## config.mk

```make
export PLATFORM = sky130hd
export DESIGN_NAME = ccpu_top
export DESIGN_NICKNAME = d
export VERILOG_FILES = /design/src/ccpu_pkg.sv /design/src/ccpu_top.sv
export SDC_FILE = /design/constraint.sdc
export NUM_CORES = 1
export LEC_CHECK = 0
export BUFFER_PORTS_ARGS = -buffer_cell sky130_fd_sc_hd__buf_2
export CORE_MARGIN = 1.5
export CORE_UTILIZATION = 50
export CTS_CLUSTER_SIZE = 24
export DETAILED_ROUTE_END_ITERATION = 10
export PLACE_DENSITY = 0.7
export SLEW_MARGIN = 20
export SYNTH_ARGS = -nofsm -noshare
export SYNTH_HDL_FRONTEND = slang
export SYNTH_SLANG_ARGS = --single-unit
```

## constraint.sdc

```tcl
create_clock -name ref_clk -period 3.9 [get_ports ref_clk]
set_input_delay 0.39 -clock ref_clk [delete_from_list [all_inputs] [get_ports ref_clk]]
set_output_delay 0.39 -clock ref_clk [all_outputs]
set_load 0.05 [all_outputs]
```

## src/ccpu_pkg.sv

```systemverilog
// Notes on behaviour
// Each capture event copies the 16-bit first timer count into the value pair.
// Capture event: every falling, rising, 4th rising or 16th rising edge.
// Capture codes: 0100 falling, 0101 rising, 0110 fourth, 0111 sixteenth rising.
// Every capture sets the irq flag; only software clears it.
// A newer capture overwrites an unread one, with no loss record.
// First timer must run synchronously; asynchronous counting is not supported.
// Mode changes may raise a spurious capture flag; software masks and clears it.
// Capture prescaler clears when off, outside capture modes, and on reset.
// Switching between capture prescalers keeps the prescaler count.
// Compare mode matches value pair against first timer and acts per mode.
// Compare codes 1000 drive pin high, 1001 drive low; both set flag.
// Every compare match sets the irq flag.
// Writing zero to the control register forces the pin latch low.
// Code 1010 only raises the flag; the pin is left alone.
// Code 1011 resets first timer and starts a conversion if enabled.
// Trigger fires on match; timer zeroes at its next clock tick.
// Trigger-caused timer reset must not set the first timer overflow flag.
// Removing the match before the timer tick cancels the timer reset.
// PWM boundary clears period timer, sets pin unless duty zero, loads duty.
// PWM period is (limit+1) times 4 clocks times period timer prescale.
// Duty is low value register plus control bits 5:4, applied at boundary.
// Control bits 7:6 read zero, 5:4 duty low bits, 3:0 mode.
// In PWM mode the high value register is read-only, holding active duty.
// Time base is period timer plus two prescaler or clock phase bits.
// Time base equal to buffered duty drives the pin low for the period.
// The pin is synchronised before edge detection.
package ccpu_pkg;
  // Register offsets
  localparam logic [2:0] OFS_CTRL   = 3'h0;
  localparam logic [2:0] OFS_CVL    = 3'h1;
  localparam logic [2:0] OFS_CVH    = 3'h2;
  localparam logic [2:0] OFS_PER    = 3'h3;
  localparam logic [2:0] OFS_T2C    = 3'h4;
  localparam logic [2:0] OFS_STAT   = 3'h5;
  localparam logic [2:0] OFS_T2     = 3'h6;
  // Mode codes
  localparam logic [3:0] MODE_OFF   = 4'h0;
  localparam logic [3:0] MODE_CAPF  = 4'h4;
  localparam logic [3:0] MODE_CAPR  = 4'h5;
  localparam logic [3:0] MODE_CAP4  = 4'h6;
  localparam logic [3:0] MODE_CAP16 = 4'h7;
  localparam logic [3:0] MODE_CSET  = 4'h8;
  localparam logic [3:0] MODE_CCLR  = 4'h9;
  localparam logic [3:0] MODE_CSWI  = 4'hA;
  localparam logic [3:0] MODE_CSEV  = 4'hB;
  // Field positions
  localparam int T2C_ON_BIT = 2;
  localparam int STAT_FLAG_BIT = 0;
  localparam int STAT_IE_BIT = 1;
  // Reset values
  localparam logic [5:0] RST_CTRL = 6'h00;
  localparam logic [7:0] RST_PER  = 8'hFF;
  localparam logic [2:0] RST_T2C  = 3'h0;
  // Clocks per period timer increment at prescale 1:1
  localparam int CLK_PER_INC = 4;

  typedef struct packed {
    logic [2:0] addr;
    logic [7:0] wdata;
    logic       wr;
    logic       rd;
  } ccpu_bus_t;
endpackage

```

## src/ccpu_top.sv

```systemverilog
// Our own choices: the register offsets and strobed register access.
`timescale 1ns/100ps
module ccpu_top (
  // Clock and reset
  input  wire logic              ref_clk,
  input  wire logic              srst,
  // Register port
  input  wire ccpu_pkg::ccpu_bus_t bus,
  output logic [7:0]             rdata_r,
  // First timer side
  input  wire logic [15:0]       first_timer_count,
  input  wire logic              first_timer_tick,
  input  wire logic              adc_enable,
  output logic                   first_timer_clear_r,
  output logic                   adc_start_r,
  // Pin
  input  wire logic              unit_pin_in,
  output logic                   unit_pin_out_r,
  output logic                   unit_pin_oe_r,
  // Flags
  output logic                   unit_irq_flag_r,
  output logic                   irq_out_r
);

  // ------------------------------------------------------------
  // Decode helpers
  // ------------------------------------------------------------
  function automatic logic is_cap(input logic [3:0] m);
    return m[3:2] == 2'b01;
  endfunction

  function automatic logic is_cmp(input logic [3:0] m);
    return m[3:2] == 2'b10;
  endfunction

  function automatic logic is_pwm(input logic [3:0] m);
    return m[3:2] == 2'b11;
  endfunction

  function automatic logic wr_at(input ccpu_pkg::ccpu_bus_t b, input logic [2:0] a);
    return b.wr && (b.addr == a);
  endfunction

  // ------------------------------------------------------------
  // Registers
  // ------------------------------------------------------------
  logic [5:0]  ctrl_r;
  logic [7:0]  cvl_r;
  logic [7:0]  cvh_r;
  logic [7:0]  per_r;
  logic [2:0]  t2c_r;
  logic        ie_r;
  logic [7:0]  t2_r;
  logic [5:0]  pre_r;
  logic [1:0]  lat2_r;
  logic [3:0]  psc_r;
  logic        pin_s1_r;
  logic        pin_s2_r;
  logic        pin_s3_r;
  logic        match_d_r;
  logic        pin_r;
  logic        boundary_d_r;

  logic [3:0]  mode;
  logic [1:0]  dc;
  logic        rise;
  logic        fall;
  logic        cap_evt;
  logic        cmp_match;
  logic        cmp_fire;
  logic [5:0]  pre_lim;
  logic        t2_inc;
  logic        boundary;
  logic [1:0]  low2;
  logic [9:0]  tbase;
  logic        flag_clr;

  assign mode = ctrl_r[3:0];
  assign dc   = ctrl_r[5:4];

  always_ff @(posedge ref_clk) begin
    if (srst) begin
      ctrl_r <= ccpu_pkg::RST_CTRL;
    end else if (wr_at(bus, ccpu_pkg::OFS_CTRL)) begin
      ctrl_r <= bus.wdata[5:0];
    end
  end

  always_ff @(posedge ref_clk) begin
    if (srst) begin
      per_r <= ccpu_pkg::RST_PER;
      t2c_r <= ccpu_pkg::RST_T2C;
      ie_r  <= 1'b0;
    end else begin
      if (wr_at(bus, ccpu_pkg::OFS_PER)) begin
        per_r <= bus.wdata;
      end
      if (wr_at(bus, ccpu_pkg::OFS_T2C)) begin
        t2c_r <= bus.wdata[2:0];
      end
      if (wr_at(bus, ccpu_pkg::OFS_STAT)) begin
        ie_r <= bus.wdata[ccpu_pkg::STAT_IE_BIT];
      end
    end
  end

  // Read data valid only in the cycle after the strobe
  always_ff @(posedge ref_clk) begin
    if (srst || !bus.rd) begin
      rdata_r <= 8'h00;
    end else begin
      case (bus.addr)
        ccpu_pkg::OFS_CTRL: rdata_r <= {2'b00, ctrl_r};
        ccpu_pkg::OFS_CVL:  rdata_r <= cvl_r;
        ccpu_pkg::OFS_CVH:  rdata_r <= cvh_r;
        ccpu_pkg::OFS_PER:  rdata_r <= per_r;
        ccpu_pkg::OFS_T2C:  rdata_r <= {5'h00, t2c_r};
        ccpu_pkg::OFS_STAT: rdata_r <= {6'h00, ie_r, unit_irq_flag_r};
        ccpu_pkg::OFS_T2:   rdata_r <= t2_r;
        default:            rdata_r <= 8'h00;
      endcase
    end
  end

  // ------------------------------------------------------------
  // Pin synchroniser and capture
  // ------------------------------------------------------------
  always_ff @(posedge ref_clk) begin
    if (srst) begin
      pin_s1_r <= 1'b0;
      pin_s2_r <= 1'b0;
      pin_s3_r <= 1'b0;
    end else begin
      pin_s1_r <= unit_pin_in;
      pin_s2_r <= pin_s1_r;
      pin_s3_r <= pin_s2_r;
    end
  end

  assign rise = pin_s2_r && !pin_s3_r;
  assign fall = !pin_s2_r && pin_s3_r;

  // Free-running count of rising edges; the 4th and 16th taps share it
  always_ff @(posedge ref_clk) begin
    if (srst || !is_cap(mode)) begin
      psc_r <= 4'h0;
    end else if (rise) begin
      psc_r <= psc_r + 4'h1;
    end
  end

  always_comb begin
    case (mode)
      ccpu_pkg::MODE_CAPF:  cap_evt = fall;
      ccpu_pkg::MODE_CAPR:  cap_evt = rise;
      ccpu_pkg::MODE_CAP4:  cap_evt = rise && (psc_r[1:0] == 2'h3);
      ccpu_pkg::MODE_CAP16: cap_evt = rise && (psc_r == 4'hF);
      default:              cap_evt = 1'b0;
    endcase
  end

  // Capture beats a same-cycle software write
  always_ff @(posedge ref_clk) begin
    if (srst) begin
      cvl_r <= 8'h00;
    end else if (cap_evt) begin
      cvl_r <= first_timer_count[7:0];
    end else if (wr_at(bus, ccpu_pkg::OFS_CVL)) begin
      cvl_r <= bus.wdata;
    end
  end

  always_ff @(posedge ref_clk) begin
    if (srst) begin
      cvh_r  <= 8'h00;
      lat2_r <= 2'h0;
    end else if (cap_evt) begin
      cvh_r <= first_timer_count[15:8];
    end else if (is_pwm(mode)) begin
      if (boundary) begin
        cvh_r  <= cvl_r;
        lat2_r <= dc;
      end
    end else if (wr_at(bus, ccpu_pkg::OFS_CVH)) begin
      cvh_r <= bus.wdata;
    end
  end

  // ------------------------------------------------------------
  // Compare
  // ------------------------------------------------------------
  // Counter is assumed synchronous to ref_clk
  assign cmp_match = first_timer_count == {cvh_r, cvl_r};
  assign cmp_fire  = is_cmp(mode) && cmp_match && !match_d_r;

  always_ff @(posedge ref_clk) begin
    if (srst) begin
      match_d_r <= 1'b0;
    end else begin
      match_d_r <= cmp_match;
    end
  end

  // Timer owner zeroes its count on the next tick while this is high,
  // without raising its overflow flag
  always_ff @(posedge ref_clk) begin
    if (srst || mode != ccpu_pkg::MODE_CSEV || !cmp_match) begin
      first_timer_clear_r <= 1'b0;
    end else if (cmp_fire) begin
      first_timer_clear_r <= 1'b1;
    end else if (first_timer_tick) begin
      first_timer_clear_r <= 1'b0;
    end
  end

  always_ff @(posedge ref_clk) begin
    if (srst) begin
      adc_start_r <= 1'b0;
    end else begin
      adc_start_r <= cmp_fire && (mode == ccpu_pkg::MODE_CSEV) && adc_enable;
    end
  end

  // ------------------------------------------------------------
  // Period timer and PWM
  // ------------------------------------------------------------
  always_comb begin
    case (t2c_r[1:0])
      2'b00:   pre_lim = 6'(ccpu_pkg::CLK_PER_INC - 1);
      2'b01:   pre_lim = 6'(ccpu_pkg::CLK_PER_INC * 4 - 1);
      default: pre_lim = 6'(ccpu_pkg::CLK_PER_INC * 16 - 1);
    endcase
  end

  always_comb begin
    case (t2c_r[1:0])
      2'b00:   low2 = pre_r[1:0];
      2'b01:   low2 = pre_r[3:2];
      default: low2 = pre_r[5:4];
    endcase
  end

  assign t2_inc   = t2c_r[ccpu_pkg::T2C_ON_BIT] && (pre_r >= pre_lim);
  assign boundary = t2_inc && (t2_r == per_r);
  assign tbase    = {t2_r, low2};

  always_ff @(posedge ref_clk) begin
    if (srst) begin
      pre_r <= 6'h00;
    end else if (t2_inc) begin
      pre_r <= 6'h00;
    end else if (t2c_r[ccpu_pkg::T2C_ON_BIT]) begin
      pre_r <= pre_r + 6'h01;
    end
  end

  always_ff @(posedge ref_clk) begin
    if (srst) begin
      t2_r <= 8'h00;
    end else if (boundary) begin
      t2_r <= 8'h00;
    end else if (t2_inc) begin
      t2_r <= t2_r + 8'h01;
    end
  end

  // The pin latch acts on the time base one clock late, so the period start
  // waits a clock as well; otherwise the high time is one clock too long
  always_ff @(posedge ref_clk) begin
    if (srst) begin
      boundary_d_r <= 1'b0;
    end else begin
      boundary_d_r <= is_pwm(mode) && boundary;
    end
  end

  // ------------------------------------------------------------
  // Pin latch, shared by compare and PWM
  // ------------------------------------------------------------
  always_ff @(posedge ref_clk) begin
    if (srst || (wr_at(bus, ccpu_pkg::OFS_CTRL) && bus.wdata == 8'h00)) begin
      pin_r <= 1'b0;
    end else if (is_pwm(mode)) begin
      if (boundary_d_r) begin
        pin_r <= {cvh_r, lat2_r} != 10'h000;
      end else if (tbase == {cvh_r, lat2_r}) begin
        pin_r <= 1'b0;
      end
    end else if (cmp_fire) begin
      case (mode)
        ccpu_pkg::MODE_CSET: pin_r <= 1'b1;
        ccpu_pkg::MODE_CCLR: pin_r <= 1'b0;
        default:             pin_r <= pin_r;
      endcase
    end
  end

  always_ff @(posedge ref_clk) begin
    if (srst) begin
      unit_pin_out_r <= 1'b0;
      unit_pin_oe_r  <= 1'b0;
    end else begin
      unit_pin_out_r <= pin_r;
      unit_pin_oe_r  <= is_pwm(mode) || mode == ccpu_pkg::MODE_CSET || mode == ccpu_pkg::MODE_CCLR;
    end
  end

  // ------------------------------------------------------------
  // Interrupt flag
  // ------------------------------------------------------------
  assign flag_clr = wr_at(bus, ccpu_pkg::OFS_STAT) && bus.wdata[ccpu_pkg::STAT_FLAG_BIT];

  // Set wins over a same-cycle clear; spurious edges on mode change land here too
  always_ff @(posedge ref_clk) begin
    if (srst) begin
      unit_irq_flag_r <= 1'b0;
    end else if (cap_evt || cmp_fire) begin
      unit_irq_flag_r <= 1'b1;
    end else if (flag_clr) begin
      unit_irq_flag_r <= 1'b0;
    end
  end

  always_ff @(posedge ref_clk) begin
    if (srst) begin
      irq_out_r <= 1'b0;
    end else begin
      irq_out_r <= unit_irq_flag_r && ie_r;
    end
  end
endmodule

```

==> metrics.txt <==
delay of the slowest cell on the worst path=610 ps; first-pass GRT wire length=17190 um; Critical R2R Launch=t2c_r[1]; Inserted Diodes=0; via count=3590; top cell type's share of synthesized area=36.83%; Skew-Pair Late Insertion Delay=360 ps; Final Hold Slack=249.3 ps; status=finished clean; Setup crit start=t2c_r[1]; number of antenna-violating nets in the routed design=0; most frequent cells in the layout=74 x dfxtp_1, 62 x nand2_1, 47 x buf_2; I/O pin cnt=48; ys async rst share=0%; vias in the first global route=3313; largest net degree at the start of global routing=57; Pre-antenna DRT Iters=5; achievable frequency=428.6 MHz; DRC=0; endpoints failing hold=0; maxcap violations=0; die footprint=8592 um2; dpl ws=1590 ps; initial antenna violation count=0; maximum root-to-sink buffer count=2; Least-Margin Pin Slew=994.3 ps; Rel. slew slack=33.71%; reg2reg end=cvh_r[6]; Finished Layout Cells=605; H-tree lvl count=3; DR iter-0 viols=292; CP Launch Type=register; Setup Viol. Count Final=0; Setup Total Neg Slack=0 ps; Most used DFF post-synth=dfxtp_1; share of cells above drive strength 1=16.70%; Leakage=1.702 nW; Final WS setup=1567 ps; Mapped Area=4023 um2; Placer Congestion=0.9783; layout net count=537; CTS buffer count=9; largest cells by area after synthesis=dfxtp_1 37%, xor2_1 6.7%, nand2_1 5.8%; Arr. time, crit path=2610 ps; critical path required time=4180 ps; RSZ-0062 raised after global routing=no; maximum vdd drop=0.1738 mV; CP max stage cell=o21ai_1; Reg2Reg Setup Slack=1570 ps; Die Span X=92.70 um; Row Count=32; DIE HEIGHT=92.70 um; kind of critical path=reg -> reg; most common cell after layout, fill and taps aside=dfxtp_1; Clock Sinks=74; crit end category=register; DP Cell Count=589; routed len/inst=17.61 um; Worst Hold Depth=2; CTS tree=done; EDFF count, synth=0; Post-CTS Resized=0; clk_skew=11.53 ps; Synth Net Count=508; Via density=5.934; Post-CTS Setup Bufs=0; Synth Register Bits=74; reg2reg path depth=6; WL final=10660 um; HPWL reported at the end of detailed placement=7689 um; clk slew on worst S/H paths=80 ps; Syn Area/Cell=8.577 um2; core box area=7767 um2; post-synthesis sequential area ratio=36.83%; grt total ovfl=0; Final Critical Period=2333 ps; Mapped Cells=469; Starting Density=51.79%; unique cell type count in the Yosys netlist=53; GRT Util Overall=25.85%; CTS root buffer=clkbuf_8; Port Buf Inserts=47; synth-to-layout area growth=9.767%; HP Class=in -> reg; Syn. warnings=0; Synth area leader=dfxtp_1; cts hold-fix bufs=0; CP cell instances=inv_1, ha_1, o21ai_1, or4_1, nand3_1, a21oi_1; CP endpoint=cvh_r[6]; worst-path fanout max=10; total power divided by cell area=330.0 nW/um2; Final period util=59.82%; Slew Limit Fails=0
## worst min-delay path by stage
stage	end	startpoint	slack [ps]
final	pin_s1_r	unit_pin_in	250
after global routing	pin_s1_r	unit_pin_in	250
after CTS	adc_start_r	adc_enable	250
after detailed placement	pin_s2_r	pin_s1_r	430
after global placement	pin_s2_r	pin_s1_r	440
after floorplan	pin_s2_r	pin_s1_r	410
## final cells by class
class,count,area (um2)
Fill cell,744,3352
Multi-Input combinational cell,360,2381
Sequential cell,74,1481
Timing Repair Buffer,47,235.2
Tap cell,102,127.6
Clock buffer,9,123.9
Clock inverter,7,43.79
Inverter,6,22.52
## per-stage QoR
| stage | power [W] | instance area (um2) | util [%] |
|---|---|---|---|
| 2_1_floorplan | 0.0008855 | 4023 | - |
| 3_3_place_gp | 0.0009374 | 4248 | 54.69 |
| 3_5_place_dp | 0.0009392 | 4248 | 54.69 |
| 4_1_cts | 0.001464 | 4415 | 56.85 |
| 5_1_grt | 0.001507 | 4415 | 56.85 |
| 6_report | 0.001457 | 4415 | 56.85 |
## report_power, final
group / leakage (nW) / switching (W) / internal (W)
sequential: 0.599 / 0.0000164 / 0.000767
combinational: 1.02 / 0.0000855 / 0.0000547
clock: 0.0852 / 0.000305 / 0.000228
total: 1.70 / 0.000407 / 0.00105
## worst max-delay path: cells and delay by family, from the launching register on
| family | cells | cell delay, ps |
|---|---|---|
| compound gates | 2 | 790 |
| fa+ha+maj | 1 | 300 |
| buf+inv | 1 | 130 |
| flops | 1 | 460 |
| simple gates | 2 | 560 |
## synth_stat cells, types with 3 or more instances
library cell / count
a211oi_1: 8
a21o_1: 3
a21oi_1: 28
a221oi_1: 3
a22oi_1: 5
a31oi_1: 3
and2_1: 5
buf_2: 4
buf_6: 3
clkbuf_1: 21
dfxtp_1: 74
ha_1: 5
inv_1: 6
mux2_2: 4
mux2i_1: 16
mux4_2: 3
nand2_1: 62
nand3_1: 25
nand3b_1: 10
nand4_1: 10
nor2_1: 40
nor2b_1: 12
nor3_1: 12
nor3b_1: 4
nor4_1: 11
nor4_4: 3
o21ai_0: 5
o221ai_1: 8
xnor2_1: 16
xor2_1: 31
## registers in the layout, indices dropped and copies added, names as in the netlist, 2 cells and up
name / count
rdata_r: 8
lat2_r: 2
ctrl_r: 6
psc_r: 4
cvh_r: 8
per_r: 8
t2_r: 8
pre_r: 6
t2c_r: 3
cvl_r: 8
## logic make-up (layout without fill, tap and decap cells)
| logic type | after synthesis | in the layout | share of synthesized area [%] |
|---|---|---|---|
| simple gates | 206 | 206 | 26.38 |
| compound gates | 77 | 77 | 13.44 |
| flops | 74 | 74 | 36.83 |
| xor+xnor | 49 | 49 | 11.04 |
| buf+inv | 35 | 69 | 3.981 |
| mux | 23 | 23 | 6.780 |
| fa+ha+maj | 5 | 5 | 1.555 |
## metal layers
layer / wire length (um) / part of all wire [%] / track usage [%] / up-vias
met5: 0 / 0 / 0 / -
met4: 172 / 1.6 / 8.333 / 0
met3: 926 / 8.7 / 5.172 / 16
met2: 4994 / 47 / 41.42 / 162
met1: 4563 / 43 / 34.88 / 1696
li1: - / - / - / 1716
Power figures use the tool's default switching activity.
